## config.mk

```make
export PLATFORM = sky130hd
export DESIGN_NAME = ois_core
export DESIGN_NICKNAME = d
export VERILOG_FILES = /design/src/ois_sync.v /design/src/ois_core.v
export VERILOG_INCLUDE_DIRS = /design/src /design/src/src
export SDC_FILE = /design/constraint.sdc
export NUM_CORES = 1
export LEC_CHECK = 0
export BUFFER_PORTS_ARGS = -buffer_cell sky130_fd_sc_hd__buf_4
export CORE_ASPECT_RATIO = 1.25
export CORE_MARGIN = 1
export CORE_UTILIZATION = 43
export CTS_CLUSTER_DIAMETER = 30
export DETAILED_ROUTE_END_ITERATION = 10
export GPL_TIMING_DRIVEN = 0
export MAX_ROUTING_LAYER = met4
export PLACE_DENSITY = 0.81
export SLEW_MARGIN = 20
export SYNTH_ARGS = -nofsm -noshare
export SYNTH_HDL_FRONTEND = slang
export SYNTH_HIERARCHICAL = 1
export SYNTH_SLANG_ARGS = --single-unit
```

## constraint.sdc

```tcl
create_clock -name ref_clk -period 2.29 [get_ports ref_clk]
set_input_delay 0.458 -clock ref_clk [delete_from_list [all_inputs] [get_ports ref_clk]]
set_output_delay 0.458 -clock ref_clk [all_outputs]
set_load 0.02 [all_outputs]
```

## src/ois_regs.vh

```
// Register offsets, field positions and timing counts of the core interrupt status block
`ifndef OIS_REGS_VH
`define OIS_REGS_VH
`define OIS_STATUS_OFFSET 8'h14
`define OIS_STATUS_RESET 32'h0000_0000
`define OIS_BIT_WAKEUP 31
`define OIS_BIT_SESSION 30
`define OIS_BIT_DISCONNECT 29
`define OIS_BIT_CONN_ID 28
`define OIS_BIT_LINK_PWR 27
`define OIS_BIT_PER_TX_EMPTY 26
`define OIS_BIT_HOST_CHAN 25
`define OIS_BIT_HOST_PORT 24
`define OIS_BIT_SUSP_RESET 23
`define OIS_BIT_FETCH_SUSP 22
`define OIS_BIT_INCOMPL_PER 21
`define OIS_BIT_INCOMPL_ISO_IN 20
`define OIS_BIT_OUT_EP 19
`define OIS_BIT_IN_EP 18
`define OIS_BIT_EP_MISMATCH 17
`define OIS_BIT_RESTORE_DONE 16
`define OIS_BIT_PER_FRAME_END 15
`define OIS_BIT_ISO_DROP 14
`define OIS_BIT_ENUM_DONE 13
`define OIS_BIT_BUS_RESET 12
`define OIS_BIT_BUS_SUSPEND 11
`define OIS_BIT_EARLY_IDLE 10
`define OIS_BIT_OUT_NAK 7
`define OIS_BIT_IN_NAK 6
`define OIS_BIT_NP_TX_EMPTY 5
`define OIS_BIT_RX_PENDING 4
`define OIS_BIT_FRAME_START 3
`define OIS_BIT_OTG_EVENT 2
`define OIS_BIT_ROLE_MISMATCH 1
`define OIS_BIT_ROLE 0
// Write-one-to-clear bit set: 31..27, 23..20, 17..10, 3, 1
`define OIS_W1C_MASK 32'hf8f3_fc0a
// Early idle time and its cycle count at 250 MHz
`define OIS_EARLY_IDLE_US 3000
`define OIS_CLK_MHZ 250
`define OIS_EARLY_IDLE_CYCLES (`OIS_EARLY_IDLE_US * `OIS_CLK_MHZ)
// Suspend idle period counted from idle start, parameter default
`define OIS_SUSPEND_CYCLES (10000 * `OIS_CLK_MHZ)
// Soft reset self-clear sequence length in cycles
`define OIS_SOFT_RESET_CYCLES 4'h8
`endif

```

## src/ois_sync.v

```verilog
// Two-flop synchroniser for one asynchronous level
`default_nettype none
module ois_sync
(
  // Clock and reset
  input wire ref_clk,
  input wire nrst,
  input wire clk_en,
  // Data
  input wire async_in,
  output reg sync_out
);
  reg stage1;

  // First stage feeds only the second stage
  always @(posedge ref_clk or negedge nrst)
  begin
    if (!nrst)
    begin
      stage1 <= 1'b0;
      sync_out <= 1'b0;
    end
    else if (clk_en)
    begin
      stage1 <= async_in;
      sync_out <= stage1;
    end
  end
endmodule // ois_sync
`default_nettype wire

```

## src/ois_core.v

```verilog
// Core interrupt status register with role tracking, idle timers and soft reset control
//
// Contract
// [RULE_01] Soft reset request bit self-clears after internal reset sequence finishes.
// [RULE_02] Software waits three PHY clocks after self-clear before PHY domain access.
// [RULE_03] Software checks master idle flag reads one before starting operation.
// [RULE_04] Software issues soft reset after changing PHY selection.
// [RULE_05] Wakeup flag: L2 role-specific resume source, L1 either source.
// [RULE_06] Session flag: host on session request, device on session-valid rise.
// [RULE_07] Disconnect flag on disconnect; identity change flag on ID change.
// [RULE_08] LPM flag only when enabled; role-specific completion events.
// [RULE_09] Periodic TX empty flag follows level setting and queue room.
// [RULE_10] Host channel, port and OTG summaries are read-only ORs.
// [RULE_11] Suspended reset flag only in device role during partial power-down.
// [RULE_12] Fetch suspended flag only in DMA mode on lack of space.
// [RULE_13] Incomplete flags set with frame end; ISO IN never in scatter/gather.
// [RULE_14] OUT and IN endpoint summaries are read-only ORs.
// [RULE_15] Endpoint mismatch only in shared FIFO with all conditions coinciding.
// [RULE_16] Periodic frame end flag when interval point reached.
// [RULE_17] ISO OUT drop flag when receive FIFO lacks room.
// [RULE_18] Enumeration complete and bus reset flags on their events.
// [RULE_19] Early idle after 3 ms idle; suspend after longer idle.
// [RULE_20] NAK effective flags follow set and clear controls.
// [RULE_21] Non-periodic empty only in shared FIFO; receive pending follows FIFO.
// [RULE_22] Frame start flag on role-specific frame start event.
// [RULE_23] Mismatch flag on wrong-role access; access completes but is ignored.
// [RULE_24] Bit 0 shows role: zero device, one host.
// [RULE_25] Write one clears flag; zero keeps it; new event beats clear.
`include "ois_regs.vh"
`default_nettype none
module ois_core
#(
  parameter EARLY_IDLE_CYCLES = `OIS_EARLY_IDLE_CYCLES,
  parameter SUSPEND_CYCLES = `OIS_SUSPEND_CYCLES
)
(
  // Clock, reset, enable
  input wire ref_clk,
  input wire nrst,
  input wire clk_en,
  // Register port
  input wire reg_sel,
  input wire reg_write,
  input wire [7:0] reg_addr,
  input wire [31:0] reg_wdata,
  output reg [31:0] reg_rdata,
  output reg reg_ack,
  input wire access_host_reg,
  input wire access_dev_reg,
  // Soft reset control and wrong-role access flag
  input wire soft_reset_write,
  output reg core_soft_reset_request,
  output reg master_idle_flag,
  output reg core_reset_active,
  output reg access_ignored,
  // Configuration
  input wire host_role,
  input wire lpm_enable,
  input wire dma_mode,
  input wire scatter_gather_mode,
  input wire dedicated_tx_fifo_option,
  input wire periodic_tx_empty_level,
  input wire nonperiodic_tx_empty_level,
  input wire partial_power_down,
  input wire l1_sleep,
  input wire l2_suspend,
  // Core events (one-cycle pulses, same clock; pending inputs and master_busy are levels)
  input wire host_resume_seen,
  input wire remote_wakeup_seen,
  input wire session_request_seen,
  input wire disconnect_seen,
  input wire lpm_ok_response,
  input wire lpm_retry_exhausted,
  input wire bus_reset_seen,
  input wire fetch_stalled,
  input wire periodic_interval_hit,
  input wire iso_out_pending,
  input wire iso_in_pending,
  input wire np_in_token,
  input wire np_fifo_head_other_ep,
  input wire mismatch_count_expired,
  input wire restore_done,
  input wire iso_out_no_room,
  input wire enum_done,
  input wire frame_start_seen,
  input wire set_out_nak_control,
  input wire clear_out_nak_control,
  input wire set_in_nak_control,
  input wire clear_in_nak_control,
  input wire master_busy,
  // Levels from FIFOs and sub-registers (same clock)
  input wire periodic_tx_half_empty,
  input wire periodic_tx_all_empty,
  input wire periodic_queue_room,
  input wire np_tx_half_empty,
  input wire np_tx_all_empty,
  input wire np_queue_room,
  input wire rx_packet_pending,
  input wire [15:0] all_channels_status,
  input wire host_port_control_status,
  input wire [31:0] all_endpoints_status,
  input wire [15:0] otg_event_status,
  // Asynchronous pins
  input wire session_valid_pin,
  input wire connector_id_pin,
  input wire line_active_pin,
  // Summary
  output reg [31:0] core_interrupt_status
);
  localparam ST_IDLE = 2'd0;
  localparam ST_RESET = 2'd1;
  localparam ST_DONE = 2'd2;

  wire session_valid;
  wire connector_id;
  wire line_active;
  reg session_valid_q;
  reg connector_id_q;
  reg [1:0] rst_state;
  reg [3:0] rst_count;
  reg [31:0] idle_count;
  reg [31:0] set_vec;
  reg [31:0] clr_vec;
  reg [31:0] live;
  reg out_nak;
  reg in_nak;
  wire status_wr;
  wire mismatch;

  ois_sync u_sync_sv (.ref_clk(ref_clk), .nrst(nrst), .clk_en(clk_en),
    .async_in(session_valid_pin), .sync_out(session_valid));
  ois_sync u_sync_id (.ref_clk(ref_clk), .nrst(nrst), .clk_en(clk_en),
    .async_in(connector_id_pin), .sync_out(connector_id));
  ois_sync u_sync_ls (.ref_clk(ref_clk), .nrst(nrst), .clk_en(clk_en),
    .async_in(line_active_pin), .sync_out(line_active));

  assign status_wr = reg_sel && reg_write && (reg_addr == `OIS_STATUS_OFFSET);
  assign mismatch = reg_sel && ((access_host_reg && !host_role) || (access_dev_reg && host_role)); // [RULE_23]

  // Event set vector; sources qualified here by role and mode where their rule requires it
  always @*
  begin
    set_vec = 32'h0000_0000;
    set_vec[`OIS_BIT_WAKEUP] = l1_sleep ? (host_resume_seen | remote_wakeup_seen) :
      (l2_suspend && (host_role ? remote_wakeup_seen : host_resume_seen)); // [RULE_05]
    set_vec[`OIS_BIT_SESSION] = host_role ? session_request_seen : (session_valid & ~session_valid_q); // [RULE_06]
    set_vec[`OIS_BIT_DISCONNECT] = disconnect_seen; // [RULE_07]
    set_vec[`OIS_BIT_CONN_ID] = connector_id ^ connector_id_q; // [RULE_07]
    set_vec[`OIS_BIT_LINK_PWR] = lpm_enable && (lpm_ok_response || (host_role && lpm_retry_exhausted)); // [RULE_08]
    set_vec[`OIS_BIT_SUSP_RESET] = !host_role && partial_power_down && l2_suspend && bus_reset_seen; // [RULE_11]
    set_vec[`OIS_BIT_FETCH_SUSP] = dma_mode && fetch_stalled; // [RULE_12]
    set_vec[`OIS_BIT_INCOMPL_PER] = periodic_interval_hit && iso_out_pending; // [RULE_13]
    set_vec[`OIS_BIT_INCOMPL_ISO_IN] = periodic_interval_hit && iso_in_pending && !scatter_gather_mode; // [RULE_13]
    set_vec[`OIS_BIT_EP_MISMATCH] = !dedicated_tx_fifo_option && np_in_token &&
      np_fifo_head_other_ep && mismatch_count_expired; // [RULE_15]
    set_vec[`OIS_BIT_RESTORE_DONE] = restore_done;
    set_vec[`OIS_BIT_PER_FRAME_END] = periodic_interval_hit; // [RULE_16]
    set_vec[`OIS_BIT_ISO_DROP] = iso_out_no_room; // [RULE_17]
    set_vec[`OIS_BIT_ENUM_DONE] = enum_done; // [RULE_18]
    set_vec[`OIS_BIT_BUS_RESET] = bus_reset_seen; // [RULE_18]
    set_vec[`OIS_BIT_EARLY_IDLE] = (idle_count == EARLY_IDLE_CYCLES); // [RULE_19]
    set_vec[`OIS_BIT_BUS_SUSPEND] = (idle_count == SUSPEND_CYCLES); // [RULE_19]
    set_vec[`OIS_BIT_FRAME_START] = frame_start_seen; // [RULE_22]
    set_vec[`OIS_BIT_ROLE_MISMATCH] = mismatch; // [RULE_23]
  end

  // Write-one clear vector, limited to sticky bits
  always @*
  begin
    clr_vec = 32'h0000_0000;
    if (status_wr && !mismatch)
      clr_vec = reg_wdata & `OIS_W1C_MASK; // [RULE_25]
  end

  // Read-only live bits, recomputed each cycle from sources
  always @*
  begin
    live = 32'h0000_0000;
    live[`OIS_BIT_PER_TX_EMPTY] = (periodic_tx_empty_level ? periodic_tx_all_empty : periodic_tx_half_empty)
      && periodic_queue_room; // [RULE_09]
    live[`OIS_BIT_HOST_CHAN] = |all_channels_status; // [RULE_10]
    live[`OIS_BIT_HOST_PORT] = host_port_control_status; // [RULE_10]
    live[`OIS_BIT_OTG_EVENT] = |otg_event_status; // [RULE_10]
    live[`OIS_BIT_OUT_EP] = |all_endpoints_status[31:16]; // [RULE_14]
    live[`OIS_BIT_IN_EP] = |all_endpoints_status[15:0]; // [RULE_14]
    live[`OIS_BIT_OUT_NAK] = out_nak; // [RULE_20]
    live[`OIS_BIT_IN_NAK] = in_nak; // [RULE_20]
    live[`OIS_BIT_NP_TX_EMPTY] = !dedicated_tx_fifo_option && np_queue_room &&
      (nonperiodic_tx_empty_level ? np_tx_all_empty : np_tx_half_empty); // [RULE_21]
    live[`OIS_BIT_RX_PENDING] = rx_packet_pending; // [RULE_21]
    live[`OIS_BIT_ROLE] = host_role; // [RULE_24]
  end

  // Pin history for edge detection on synchronised levels
  always @(posedge ref_clk or negedge nrst)
  begin
    if (!nrst)
    begin
      session_valid_q <= 1'b0;
      connector_id_q <= 1'b0;
    end
    else if (clk_en)
    begin
      session_valid_q <= session_valid;
      connector_id_q <= connector_id;
    end
  end

  // Bus idle counter; saturates past suspend so each flag fires once per idle stretch
  always @(posedge ref_clk or negedge nrst)
  begin
    if (!nrst)
      idle_count <= 32'h0000_0000;
    else if (clk_en)
    begin
      if (line_active || core_reset_active)
        idle_count <= 32'h0000_0000;
      else if (idle_count <= SUSPEND_CYCLES)
        idle_count <= idle_count + 32'h0000_0001; // [RULE_19]
    end
  end

  // NAK effective states; set control wins a same-cycle clear
  always @(posedge ref_clk or negedge nrst)
  begin
    if (!nrst)
    begin
      out_nak <= 1'b0;
      in_nak <= 1'b0;
    end
    else if (clk_en)
    begin
      if (core_reset_active)
      begin
        out_nak <= 1'b0;
        in_nak <= 1'b0;
      end
      else
      begin
        if (set_out_nak_control)
          out_nak <= 1'b1; // [RULE_20]
        else if (clear_out_nak_control)
          out_nak <= 1'b0; // [RULE_20]
        if (set_in_nak_control)
          in_nak <= 1'b1; // [RULE_20]
        else if (clear_in_nak_control)
          in_nak <= 1'b0; // [RULE_20]
      end
    end
  end

  // Status register: sticky bits with set over clear, live bits copied
  always @(posedge ref_clk or negedge nrst)
  begin
    if (!nrst)
      core_interrupt_status <= `OIS_STATUS_RESET;
    else if (clk_en)
    begin
      if (core_reset_active)
        core_interrupt_status <= `OIS_STATUS_RESET | live;
      else
        core_interrupt_status <= (((core_interrupt_status & ~clr_vec) | set_vec) & `OIS_W1C_MASK) | live; // [RULE_25]
    end
  end

  // Soft reset sequencer; request self-clears after fixed reset sweep once master is idle
  always @(posedge ref_clk or negedge nrst)
  begin
    if (!nrst)
    begin
      rst_state <= ST_IDLE;
      rst_count <= 4'h0;
      core_soft_reset_request <= 1'b0;
      core_reset_active <= 1'b0;
    end
    else if (clk_en)
    begin
      case (rst_state)
        ST_IDLE:
        begin
          if (soft_reset_write)
          begin
            rst_state <= ST_RESET;
            rst_count <= 4'h0;
            core_soft_reset_request <= 1'b1;
            core_reset_active <= 1'b1;
          end
        end
        ST_RESET:
        begin
          // Waits for master to finish its last data phase before releasing
          if (rst_count != `OIS_SOFT_RESET_CYCLES)
            rst_count <= rst_count + 4'h1;
          else if (!master_busy)
          begin
            rst_state <= ST_DONE;
            core_reset_active <= 1'b0;
          end
        end
        ST_DONE:
        begin
          core_soft_reset_request <= 1'b0; // [RULE_01]
          rst_state <= ST_IDLE;
        end
        default:
          rst_state <= ST_IDLE;
      endcase
    end
  end

  // Master idle view for software polling after reset
  always @(posedge ref_clk or negedge nrst)
  begin
    if (!nrst)
      master_idle_flag <= 1'b1;
    else if (clk_en)
      master_idle_flag <= !master_busy && !core_reset_active; // [RULE_03]
  end

  // Register read port and wrong-role access suppression
  always @(posedge ref_clk or negedge nrst)
  begin
    if (!nrst)
    begin
      reg_rdata <= 32'h0000_0000;
      reg_ack <= 1'b0;
      access_ignored <= 1'b0;
    end
    else if (clk_en)
    begin
      reg_ack <= reg_sel; // Always OKAY, mismatched or not
      access_ignored <= mismatch; // [RULE_23]
      if (reg_sel && !reg_write && (reg_addr == `OIS_STATUS_OFFSET) && !mismatch)
        reg_rdata <= core_interrupt_status;
      else
        reg_rdata <= 32'h0000_0000;
    end
  end
endmodule // ois_core
`default_nettype wire

```

Word level (Yosys, flattened, before mapping)
Cells that the tools add are included.
{"block": "word_totals", "regBits": 117, "latchBits": 0, "ram_bits": 0, "rom_bits": 0, "word_cells": 122, "n_memories": 0}
{"block": "classes", "n_addsub": 2, "n_mul": 0, "div_mod_pow": 0, "magnitude_cmp": 1, "eq_ne": 10, "n_shift": 0, "mux": 28, "bitwise": 8, "n_reduce_logical": 53}
{"op": "$mux 32", "count": 5}
{"op": "$reduce_or 16->1", "count": 4}
{"op": "$add 32x1->32 const B", "count": 1}
{"op": "$and 32x32->32", "count": 1}
{"op": "$eq 32x20->1 const B", "count": 1}
{"op": "$eq 32x22->1 const B", "count": 1}
{"op": "$le 32x22->1 const B", "count": 1}
{"op": "$not 32->32", "count": 1}
{"op": "$or 32x27->32", "count": 1}
{"op": "$or 32x32->32", "count": 1}
{"op": "$logic_and 1x1->1", "count": 26}
{"op": "$mux 1", "count": 14}
{"op": "$eq 8x5->1 const B", "count": 1}
{"op": "$mux 4", "count": 2}
{"op": "$ne 2x2->1 const B", "count": 4}
{"op": "$pmux 4 s2", "count": 1}
{"op": "$reduce_and 4->1", "count": 2}
{"op": "$logic_not 1->1", "count": 7}
{"op": "$mux 2", "count": 3}
{"op": "$reduce_and 2->1", "count": 3}
{"op": "$reduce_bool 2->1", "count": 3}
{"op": "$reduce_bool 3->1", "count": 2}
{"op": "$reduce_and 5->1", "count": 1}
{"op": "$add 4x1->4 const B", "count": 1}
{"op": "other kinds (12)", "count": 15}

Depth between registers and ports, before layout
Gate-level depths: netlist of the first run.
{"block": "logic_depth", "ltp_word": 12, "mapped_depth": 8, "mapped_depth_nobuf": 8}

By module
Netlist of the first run, hierarchy kept.
{"mod": "ois_core", "n_inst": 1, "cells_each": 503, "area_each_um2": 5061.1}
{"mod": "ois_sync", "n_inst": 3, "cells_each": 4, "area_each_um2": 72.6}

Worst setup path after synthesis of the first run
OpenSTA, ideal clock, no wires.
{"block": "synth_path", "path_type": "input to register", "from": "input host_role", "to": "register core_interrupt_status[12]", "arrival_ps": 2119, "setup_slack_ps": 51, "path_stages": 8, "n_path_buf": 2, "path_cell_list": "clkbuf_1 > mux2i_1 > nor2b_1 > nor4_2 > clkbuf_1 > a21oi_1 > o21ai_0 > nand2_1"}
{"block": "synth_between", "elab_chain_len": 12}
{"item": "start, declared", "line": "ois_core.v:57", "rtl": "input wire host_role,"}
{"item": "$logic_not 1->1", "line": "ois_core.v:138", "rtl": "assign mismatch = reg_sel && ((access_host_reg && !host_role) || (access_dev_reg && host_role));"}
{"item": "$logic_and 1x1->1", "line": "ois_core.v:138"}
{"item": "$logic_or 1x1->1 *", "line": "ois_core.v:138"}
{"item": "$logic_and 1x1->1 *", "line": "ois_core.v:138"}
{"item": "$logic_not 1->1 *", "line": "ois_core.v:171", "rtl": "if (status_wr && !mismatch)"}
{"item": "$logic_and 1x1->1 *", "line": "ois_core.v:171"}
{"item": "$mux 32 *", "line": "ois_core.v:171"}
{"item": "$not 32->32 *", "line": "ois_core.v:262", "rtl": "core_interrupt_status <= (((core_interrupt_status & ~clr_vec) | set_vec) & `OIS_W1C_MASK) | live;"}
{"item": "$and 32x32->32 *", "line": "ois_core.v:262"}
{"item": "$or 32x32->32 *", "line": "ois_core.v:262"}
{"item": "$or 32x27->32 *", "line": "ois_core.v:262"}
{"item": "$mux 32 *", "line": "ois_core.v:259", "rtl": "if (core_reset_active)"}
{"item": "end signal, assigned", "line": "ois_core.v:256", "rtl": "core_interrupt_status <= `OIS_STATUS_RESET;"}
{"item": "end signal, assigned", "line": "ois_core.v:260", "rtl": "core_interrupt_status <= `OIS_STATUS_RESET | live;"}
{"item": "end signal, assigned", "line": "ois_core.v:262"}
{"item": "end, declared", "line": "ois_core.v:108", "rtl": "output reg [31:0] core_interrupt_status"}
Mark *: on every way between the ends. The rest lies on a longest branch, timed or not.
A chain may end at the register's enable or synchronous reset.

Worst setup path in the final report of the first run
{"block": "layout_path", "from": "register idle_count[9]", "to": "register idle_count[3]"}
{"block": "layout_between", "elab_chain_len": 3}
{"item": "start, declared", "line": "ois_core.v:121", "rtl": "reg [31:0] idle_count;"}
{"item": "start signal, assigned", "line": "ois_core.v:219", "rtl": "idle_count <= idle_count + 32'h0000_0001;"}
{"item": "$le 32x22->1", "line": "ois_core.v:218", "rtl": "else if (idle_count <= SUSPEND_CYCLES)"}
{"item": "$reduce_bool 2->1 (no line)"}
{"item": "$reduce_and 2->1 (no line)"}
No other way between the ends.

==> summary.txt, run 1 <==
STA
  • Setup-failing EPs final: 14
  • Max Slew Vio Count: 0
  • Worst Tran Pin Value: 0.9198 ns
  • Worst Skew: 0.008574 ns
  • Peak Freq: 0.4195 GHz
  • Tcrit/Tclk final: 104.1%
  • Crit path time final: 2.384 ns
  • RSZ-0062 raised after global routing: true
  • Final Hold Vio Count: 0
  • Relative slew slack: 38.68%
  • Setup TNS: -0.5752 ns
  • Final WS setup: -0.09368 ns

Global route
  • Pin count of the biggest net entering global routing: 114
  • Total grt overflow: 0
  • Number of global-route vias before repair: 5315
  • Global-route wire length before repair: 26500 um
  • Antenna violations before repair: 0
  • Gr usage total: 28.16%

Yosys
  • Ys flop type: dfrtp_1
  • Synth Area per Inst: 10.25 um2
  • Post-Syn Area: 5279 um2
  • Synth cell types: 55
  • Cells after synthesis: 515
  • Post-synth EDFFs: 0
  • Seq/Total Area, Yosys: 53.59%
  • Synthesized flop and latch total: 113
  • Ys async rst share: 100.0%
  • Yosys Warn Count: 6

Flow run
  • Maximum capacitance violations: 0

Route
  • Vias/cell: 5.698
  • # DRC: 0
  • Initial DRT Pass Iterations: 5
  • Post-Route WL: 17820 um
  • Vias: 5282
  • Routed len/inst: 19.22 um
  • Post-DRT Antenna Nets: 0
  • Initial DRC Count: 373

Die
  • Die span in x: 101.1 um
  • Core footprint: 11780 um2
  • # rows: 44
  • IO Pins: 225
  • Die Span Y: 125.9 um
  • Die Footprint: 12730 um2
  • Starting Density: 44.81%

Finish
  • Layout overhead on the synthesized area: 53.26%
  • Nets@finish: 913
  • Inserted Diodes: 0
  • Share of cells above drive strength 1: 41.38%
  • Most common cell after layout, fill and taps aside: buf_4
  • Most frequent cells in the layout: buf_4, dfrtp_1, nand2_1
  • Filler cell count in the final layout: 883

Hold path
  • Hold Path Class: input pin to async pin

Power and ir drop
  • Peak supply drop: 0.0005250 V
  • Tot Pwr: 0.007448 W
  • Leakage: 3.750 nW
  • Power Density: 920.6 nW/um2

Clock tree
  • Skew-Pair Late Insertion Delay: 0.42 ns
  • Largest buffer count on any clock path: 2
  • Worst-path clk slew: 0.06 ns
  • Root Buffer: clkbuf_16
  • H-tree lvl count: 4
  • TritonCTS Buffers: 17
  • CTS tree: done
  • Clock sink count: 113

Setup path
  • R2R Path End: idle_count[3]$_DFFE_PN0P_
  • CP required: 2.60 ns
  • Flop2flop setup slack: -0.09 ns
  • Critical Path End Type: flop
  • Worst r2r src: idle_count[9]$_DFFE_PN0P_
  • R2R cell count: 8
  • CP Max Fanout: 9
  • Worst EP arrival: 2.69 ns
  • Setup CP Type: flop to flop
  • Setup crit start kind: flop

Placed design
  • DP Wirelength: 12150 um
  • GP Congestion: 0.9288
  • Port Buf Inserts: 206

Run status
  • Failing checks: negative setup slack
  • Status: complete, but fails checks
-- repair_timing --
action,CTS,global route
resized for setup,18,50
endpoints found under the setup margin,30,21
hold buffers,0,0
buffers inserted,5,3
pin swaps,7,8
gates cloned,0,2
-- layout make-up --
class	instances	area [um2]	area share (%)
Tap cell	161	201.4	2.490
Clock buffer	18	429.2	5.305
Timing Repair Buffer	216	1649	20.38
Buffer	33	173.9	2.150
Multi-Input combinational cell	357	2512	31.05
Clock inverter	14	236.5	2.923
Inverter	15	56.30	0.6959
Sequential cell	113	2831	35.00
-- sequential cells by signal, summed over array words and instances (netlist names), 2 cells and up --
name                   count
idle_count                32
core_interrupt_status     30
reg_rdata                 30
rst_count                  4
rst_state                  2
-- Yosys cell counts (2+ instances only) --
master     number  area [um2]
buf_4           4       30.03
o31ai_1        14       105.1
a22oi_1         3       22.52
a31oi_1         8       50.05
or3_1           2       12.51
buf_2           4       20.02
and3_1          4       25.02
or4_1           3       22.52
o2bb2ai_1       7       61.31
nand2b_1        3       18.77
mux2i_1         4       40.04
o21ai_0        55       275.3
dfrtp_1       112        2803
a21oi_1        28       140.1
nor2_1         32       120.1
ha_1            4       50.05
inv_1          14       52.55
nor4b_1         2       17.52
and2_1         13       81.33
mux2_2         15       168.9
nand4_1        12       75.07
nand3b_1        2       15.01
nand2_1        45       168.9
o41ai_2         4       65.06
nor3_1          2       10.01
o41ai_1         2       17.52
nor4_1         21       131.4
clkbuf_1       22       82.58
a22o_1         31       271.5
nand3_1        15       75.07
or2_2           2       12.51
buf_1           2       7.510
nor2b_1         2       12.51
-- cells by family (layout without fill, tap and decap cells) --
group           Yosys count  count (layout)  share of synthesized area, %
other cells               1               4                       0.07104
compound gates          159             159                         20.27
buf+inv                  48             296                         3.935
fa+ha+maj                 4               4                        0.9481
flops                   113             113                         53.59
simple gates            170             170                         17.07
mux                      19              19                         3.958
xor+xnor                  1               1                        0.1659
-- stage by stage --
step | util, % | area [um2] | worst slack (ns) | cells | hold slack [ns]
after floorplan | - | 5290 | 0.05069 | 518 | 0.1624
after global placement | 59.74 | 7038 | -0.6442 | 885 | 0.4691
after detailed placement | 59.82 | 7048 | -0.7168 | 885 | 0.4727
after CTS | 66.56 | 7841 | -0.02287 | 922 | 0.1888
after global routing | 68.67 | 8090 | -0.1923 | 927 | 0.1972
final | 68.67 | 8090 | -0.09368 | 927 | 0.1236
-- worst max-delay path by stage --
stage | from | to | depth (start not counted)
final | idle_count[9]$_DFFE_PN0P_ | idle_count[3]$_DFFE_PN0P_ | 8
after global routing | idle_count[9]$_DFFE_PN0P_ | idle_count[10]$_DFFE_PN0P_ | 8
after floorplan | host_role | core_interrupt_status[12]$_DFFE_PN0P_ | 8
after CTS | idle_count[12]$_DFFE_PN0P_ | idle_count[17]$_DFFE_PN0P_ | 8
after detailed placement | host_role | core_interrupt_status[15]$_DFFE_PN0P_ | 8
after global placement | host_role | core_interrupt_status[15]$_DFFE_PN0P_ | 8
-- report_power, final --
part           internal, W  switching [W]
combinational     0.000832        0.00108
clock              0.00204       0.000952
sequential         0.00229       0.000248
-- critical path, cell delays in order (launching register included) --
cell and delay (ns):
dfrtp_1 0.37, buf_2 0.19, nor4b_4 0.32, nand2_1 0.17, o41ai_4 0.39, a2bb2oi_4 0.13, or2_4 0.30, buf_12 0.15
o31ai_2 0.25
-- per-layer routing --
metal | GRT usage [%] | part of all wire (%)
met5 | - | 0
met4 | 12.79 | 3.7
met3 | 5.716 | 7.0
met2 | 47.78 | 52
met1 | 31.62 | 37
(Power assumes the default switching activity.)
==> run 2, diff against run 1 <==
- CORE_UTILIZATION: 43 -> 45
- CTS_BUF_LIST: unset -> sky130_fd_sc_hd__clkbuf_4
- PLACE_DENSITY: 0.81 -> 0.84
- RECOVER_POWER: unset -> 50
==> run 2 against run 1 <==
  * The run ends with max-capacitance violations, max-slew violations, negative setup slack left
  * Sequential cell count did not move
  * Via count grew 1.1%
  * Sequential power is essentially flat
  * Critical endpoint is now idle_count[17]$_DFFE_PN0P_
==> summary.txt, run 2 (synthesized netlist as in run 1, its figures left out) <==
Setup path
  • CP required: 2.71 ns (+0.11 ns)
  • Flop2flop setup slack: -0.02 ns (+0.07 ns)
  • Slowest stage delay, CP: 0.45 ns (+0.06 ns)
  • Worst Setup SP: idle_count[12]$_DFFE_PN0P_
  • Critical-path top delay cell: dfrtp_2
  • Worst r2r src: idle_count[12]$_DFFE_PN0P_
  • Worst EP arrival: 2.73 ns (+0.04 ns)
  • Critical Path End Type: flop
  • CP Max Fanout: 6 (-3)
  • R2R cell count: 8 (unchanged)
  • Setup CP Type: flop to flop
  • Setup crit start kind: flop
  • Crit path cell chain: buf_4 -> a211o_1 -> a211oi_1 -> a21oi_1 -> a2bb2oi_2 -> or2_4 -> buf_6 -> o41ai_2

STA
  • Setup-failing EPs final: 2 (-12)
  • Worst Tran Pin Value: 1.550 ns (+0.6298 ns)
  • Final WS setup: -0.02199 ns (+0.07168 ns)
  • Tcrit/Tclk final: 101.0% (-3.1 points)
  • Final Hold Vio Count: 0 (unchanged)
  • Crit path time final: 2.312 ns (-0.07168 ns)
  • Max Slew Vio Count: 114 (+114)
  • Setup TNS: -0.03342 ns (+0.5417 ns)
  • Peak Freq: 0.4325 GHz (+3.1%)
  • Relative slew slack: -3.302% (-42 points)
  • RSZ-0062 raised after global routing: true
  • Worst Skew: 0.01704 ns (+0.008467 ns)

Route
  • Post-DRT Antenna Nets: 0 (unchanged)
  • # DRC: 0 (unchanged)
  • Initial DRT Pass Iterations: 5 (unchanged)
  • Initial DRC Count: 376 (+0.80%)
  • Vias: 5341 (+1.1%)
  • Post-Route WL: 16950 um (-4.9%)
  • Vias/cell: 5.915 (+3.8%)
  • Routed len/inst: 18.77 um (-2.3%)

Global route
  • Global-route wire length before repair: 25680 um (-3.1%)
  • Total grt overflow: 0 (unchanged)
  • Gr usage total: 28.69% (+0.52 points)
  • Antenna violations before repair: 0 (unchanged)
  • Number of global-route vias before repair: 5111 (-3.8%)
  • Pin count of the biggest net entering global routing: 114 (unchanged)

Placed design
  • Port Buf Inserts: 206 (unchanged)
  • Cells after DPL: 859 (-2.9%)
  • GP Congestion: 0.9426 (+1.5%)
  • Placed Area: 7015 um2 (-0.46%)
  • DP Wirelength: 12300 um (+1.3%)

Hold path
  • Hold_sp: master_busy
  • Hold Path Class: input pin to flop
  • Hold Path Stages: 2

Die
  • Die Footprint: 12170 um2 (-4.4%)
  • Die Span Y: 123.1 um (-2.2%)
  • # rows: 43 (-2.3%)
  • Die span in x: 98.88 um (-2.2%)
  • IO Pins: 225 (unchanged)
  • Core footprint: 11240 um2 (-4.6%)
  • Starting Density: 46.95% (+2.1 points)

Finish
  • Register area: 2834 um2 (about the same)
  • Share of cells above drive strength 1: 40.10% (-1.3 points)
  • Most frequent cells in the layout: buf_4, dfrtp_1, o21ai_0
  • Most flops, register: idle_count
  • Multi-input gate area in the final layout: 2401 um2 (-4.4%)
  • Inserted Diodes: 0 (unchanged)
  • Nets@finish: 915 (+0.22%)
  • Final Non-Filler Cells: 903 (-2.6%)
  • Layout overhead on the synthesized area: 43.90%
  • Cell area after layout: 7596 um2 (-6.1%)
  • Top flop regs: idle_count x32, core_interrupt_status x30, reg_rdata x30
  • Most common cell after layout, fill and taps aside: buf_4
  • Filler cell count in the final layout: 819 (-7.2%)
  • Max FFs per register: 32 (unchanged)

Run status
  • Failing checks: max-capacitance violations, max-slew violations, negative setup slack
  • Status: complete, but fails checks

Clock tree
  • TritonCTS Buffers: 17 (unchanged)
  • Largest buffer count on any clock path: 2 (unchanged)
  • Root Buffer: clkbuf_4
  • Skew-Pair Late Insertion Delay: 0.53 ns (+0.11 ns)
  • H-tree lvl count: 4 (unchanged)
  • Cts hold-fix bufs: 0 (unchanged)
  • CTS tree: done
  • Clock sink count: 113 (unchanged)
  • Worst-path clk slew: 0.10 ns (+0.04 ns)

Power and ir drop
  • Peak supply drop: 0.0004397 V (-16%)
  • Leakage: 3.573 nW (-4.7%)
  • Power Density: 806.1 nW/um2 (-12%)

Flow run
  • Maximum capacitance violations: 1 (+1)
-- run 2: changes by cell type in the layout (fill, tap and decap cells not counted), moves of 3 or more --
cell and change:
buf_4 +3, clkbuf_4 +19, o31ai_4 -6, o21ai_1 -6, o21ai_2 -4, clkbuf_16 -18
o31ai_1 +8, o21ai_0 +10
-- run 2: critical path, delay by kind of cell (launching register included) --
kind | cells | cell delay (ns)
compound gates | 5 | 1.21
flops | 1 | 0.45
buf+inv | 2 | 0.29
simple gates | 1 | 0.27
-- run 2: final timing paths --
path / endpoint
worst max-delay path: idle_count[17]$_DFFE_PN0P_
min in group asynchronous: idle_count[6]$_DFFE_PN0P_
worst min-delay path: master_idle_flag$_DFFE_PN1P_
worst min register to register: idle_count[29]$_DFFE_PN0P_
worst max register to register: idle_count[17]$_DFFE_PN0P_
max in group asynchronous: idle_count[12]$_DFFE_PN0P_
-- run 2: cell type report --
| type | count | share of cell area, % |
|---|---|---|
| clock buffer | 17 | 1.680 |
| timing repair buffer | 220 | 21.61 |
| clock inverter | 15 | 2.833 |
| sequential | 113 | 37.31 |
| buffer | 31 | 1.993 |
| multi-input combinational | 357 | 31.61 |
| tap | 135 | 2.224 |
| inverter | 15 | 0.7412 |
-- run 2: report_power, final --
| group | switching [W] | leakage (nW) | internal, W | total, W |
|---|---|---|---|---|
| Sequential | 0.000255 | 1.43 | 0.00229 | 0.00254 |
| Combinational | 0.00102 | 1.96 | 0.000802 | 0.00182 |
| Clock | 0.000791 | 0.179 | 0.000970 | 0.00176 |
-- run 2: per-layer routing --
layer	GRT usage, %	vias up	part of all wire [%]
met1	33.33	2623	38
li1	-	2397	-
met5	-	-	0
met2	47.38	264	52
met4	13.25	0	3.4
met3	6.840	57	7.2
-- run 2: timing repair --
item,CTS,global route
pin swaps,5,5
buffers inserted,5,8
endpoints found under the setup margin,29,27
gates cloned,0,1
resized for setup,11,25
-- run 2: metrics by stage --
step	hold WS, ns	total power, W	utilization, %	setup slack, ns
3_5_place_dp	0.4764	0.004279	62.39	-0.6644
5_1_grt	0.03910	0.006440	67.55	-0.09841
6_report	0.08360	0.006123	67.55	-0.02199
2_1_floorplan	0.1624	0.003441	-	0.05069
4_1_cts	0.04719	0.006085	66.16	-0.02603
3_3_place_gp	0.4669	0.004197	62.30	-0.6364
==> run 3, diff against run 2 <==
==> constraint.sdc (replaced) <==
create_clock -name ref_clk -period 2.29 [get_ports ref_clk]
set_input_delay 0.229 -clock ref_clk [delete_from_list [all_inputs] [get_ports ref_clk]]
set_output_delay 0.229 -clock ref_clk [all_outputs]
set_load 0.02 [all_outputs]
==> run 3 against run 2 <==
  * The run ends with max-capacitance violations, max-slew violations left
  * Cell area increased by 5.5%
  * Via count increased by 4.0%
  * Clock power is essentially flat
  * Critical path depth did not move
==> summary.txt, run 3 (synthesized netlist as in run 1, its figures left out) <==
Die
  • IO Pins: 225 (unchanged)
  • # rows: 43 (unchanged)
  • Die span in x: 98.88 um (unchanged)
  • Core footprint: 11240 um2 (unchanged)
  • Die Footprint: 12170 um2 (unchanged)
  • Starting Density: 46.95% (unchanged)
  • Die Span Y: 123.1 um (unchanged)

Hold path
  • Hold Path Class: input pin to flop

Global route
  • Global-route wire length before repair: 27290 um (+6.3%)
  • Pin count of the biggest net entering global routing: 114 (unchanged)
  • Total grt overflow: 0 (unchanged)
  • Number of global-route vias before repair: 5440 (+6.4%)
  • Gr usage total: 30.33% (+1.6 points)
  • Antenna violations before repair: 0 (unchanged)

Clock tree
  • CTS tree: done
  • H-tree lvl count: 4 (unchanged)
  • Clock sink count: 113 (unchanged)
  • Largest buffer count on any clock path: 2 (unchanged)
  • Worst-path clk slew: 0.11 ns (about the same)
  • Skew-Pair Late Insertion Delay: 0.53 ns (about the same)
  • TritonCTS Buffers: 17 (unchanged)
  • Root Buffer: clkbuf_4

Finish
  • Layout overhead on the synthesized area: 51.84%
  • Share of cells above drive strength 1: 37.58% (-2.5 points)
  • Final Non-Filler Cells: 944 (+4.5%)
  • Inserted Diodes: 0 (unchanged)
  • Top flop regs: idle_count x32, core_interrupt_status x30, reg_rdata x30
  • Max FFs per register: 32 (unchanged)
  • Most flops, register: idle_count
  • Most frequent cells in the layout: buf_4, dfrtp_1, o21ai_0
  • Nets@finish: 956 (+4.5%)
  • Most common cell after layout, fill and taps aside: buf_4

Route
  • Initial DRC Count: 423 (+13%)
  • Vias/cell: 5.881 (-0.56%)
  • Post-Route WL: 18210 um (+7.5%)
  • # DRC: 0 (unchanged)
  • Vias: 5552 (+4.0%)
  • Post-DRT Antenna Nets: 0 (unchanged)
  • Routed len/inst: 19.29 um (+2.8%)
  • Initial DRT Pass Iterations: 6 (+1)

STA
  • Worst Hold Slack: 0.03661 ns (-0.04699 ns)
  • Setup-failing EPs final: 0 (-2)
  • Worst Skew: 0.01618 ns (-0.0008627 ns)
  • Max Slew Vio Count: 114 (unchanged)
  • Relative slew slack: -4.147% (-0.85 points)
  • Peak Freq: 0.4417 GHz (+2.1%)
  • Final WS setup: 0.02621 ns (+0.04821 ns)
  • Worst Tran Pin Value: 1.562 ns (+0.01268 ns)
  • Setup TNS: 0 ns (+0.03342 ns)
  • Crit path time final: 2.264 ns (-0.04821 ns)
  • Tcrit/Tclk final: 98.86% (-2.1 points)
  • Final Hold Vio Count: 0 (unchanged)
  • RSZ-0062 raised after global routing: true

Setup path
  • Worst EP arrival: 2.68 ns (-0.05 ns)
  • CP required: 2.71 ns (about the same)
  • CP Max Fanout: 6 (unchanged)
  • Setup CP Type: flop to flop
  • Setup crit start kind: flop
  • Critical Path End Type: flop

Placed design
  • GP Congestion: 0.9426 (unchanged)
  • DP Wirelength: 12300 um (unchanged)
  • Port Buf Inserts: 206 (unchanged)
  • Pre-CTS setup slack: -0.4354 ns (+0.2290 ns)
  • Cells after DPL: 859 (unchanged)

Power and ir drop
  • Leakage: 3.746 nW (+4.8%)
  • Tot Pwr: 0.006229 W (+1.7%)
  • Power Density: 777.1 nW/um2 (-3.6%)
  • Peak supply drop: 0.0004720 V (+7.3%)

Run status
  • Failing checks: max-capacitance violations, max-slew violations
  • Status: complete, but fails checks

Flow run
  • Maximum capacitance violations: 1 (unchanged)
run 3: changes by cell type in the layout (fill, tap and decap cells not counted), sizes merged:
cell / previous run / this run
clkbuf: 41 / 54
dlygate4sd3: 0 / 40
buf: 227 / 215
run 3: timing repair:
action                                  4_1_cts  5_1_grt
gates cloned                                  0        1
hold buffers                                 40        0
pin swaps                                     8        2
endpoints found under the setup margin       19       32
buffers inserted                              7        7
endpoints found under the hold margin       144        0
resized for setup                             8       43
run 3: worst max-delay path, stage by stage, from the launching register on:
cell and delay, ns:
dfrtp_1 0.42, inv_1 0.07, ha_1 0.12, or4b_4 0.48
o41ai_4 0.24, a2bb2oi_2 0.14, or2_4 0.27, buf_6 0.14
o41ai_2 0.27
run 3: power by group:
part	internal (W)	switching, W	leakage, nW
registers	0.00229	0.000261	1.43
clock network	0.000970	0.000797	0.179
logic	0.000862	0.00105	2.14
total	0.00412	0.00211	3.75
run 3: per-stage QoR:
step	util, %	area [um2]
final	71.28	8015
after global routing	71.28	8015
after CTS	69.76	7844
after detailed placement	62.39	7015
after global placement	62.30	7005
after floorplan	-	5290
run 3: layout make-up:
cell class | count | area (um2)
plain buffers | 31 | 157.7
clock buffers | 17 | 127.6
clock inverters | 15 | 215.2
fillers | 751 | 3229
inverters | 15 | 56.30
multi-input cells | 357 | 2440
flip-flops and latches | 113 | 2835
well taps | 135 | 168.9
repair buffers | 261 | 2014
run 3: layer usage:
| layer | track usage, % | vias up | routed length, um |
|---|---|---|---|
| li1 | - | 2473 | - |
| met4 | 14.27 | 0 | 666 |
| met5 | - | - | 0 |
| met3 | 6.727 | 66 | 1251 |
| met1 | 35.33 | 2706 | 6904 |
| met2 | 50.26 | 307 | 9389 |
run 3: path summary, 6_finish.rpt:
path | endpoint | startpoint | slack, ns | cells past startpoint
setup / recovery | idle_count[18]$_DFFE_PN0P_ | idle_count[1]$_DFFE_PN0P_ | 0.03 | 8
hold / removal | core_interrupt_status[5]$_DFFE_PN0P_ | dedicated_tx_fifo_option | 0.04 | 3
setup reg to reg | idle_count[18]$_DFFE_PN0P_ | idle_count[1]$_DFFE_PN0P_ | 0.03 | 8
hold reg to reg | idle_count[29]$_DFFE_PN0P_ | idle_count[29]$_DFFE_PN0P_ | 0.51 | 1
max in group asynchronous | idle_count[10]$_DFFE_PN0P_ | nrst | 0.56 | 2
min in group asynchronous | idle_count[23]$_DFFE_PN0P_ | nrst | 0.60 | 2
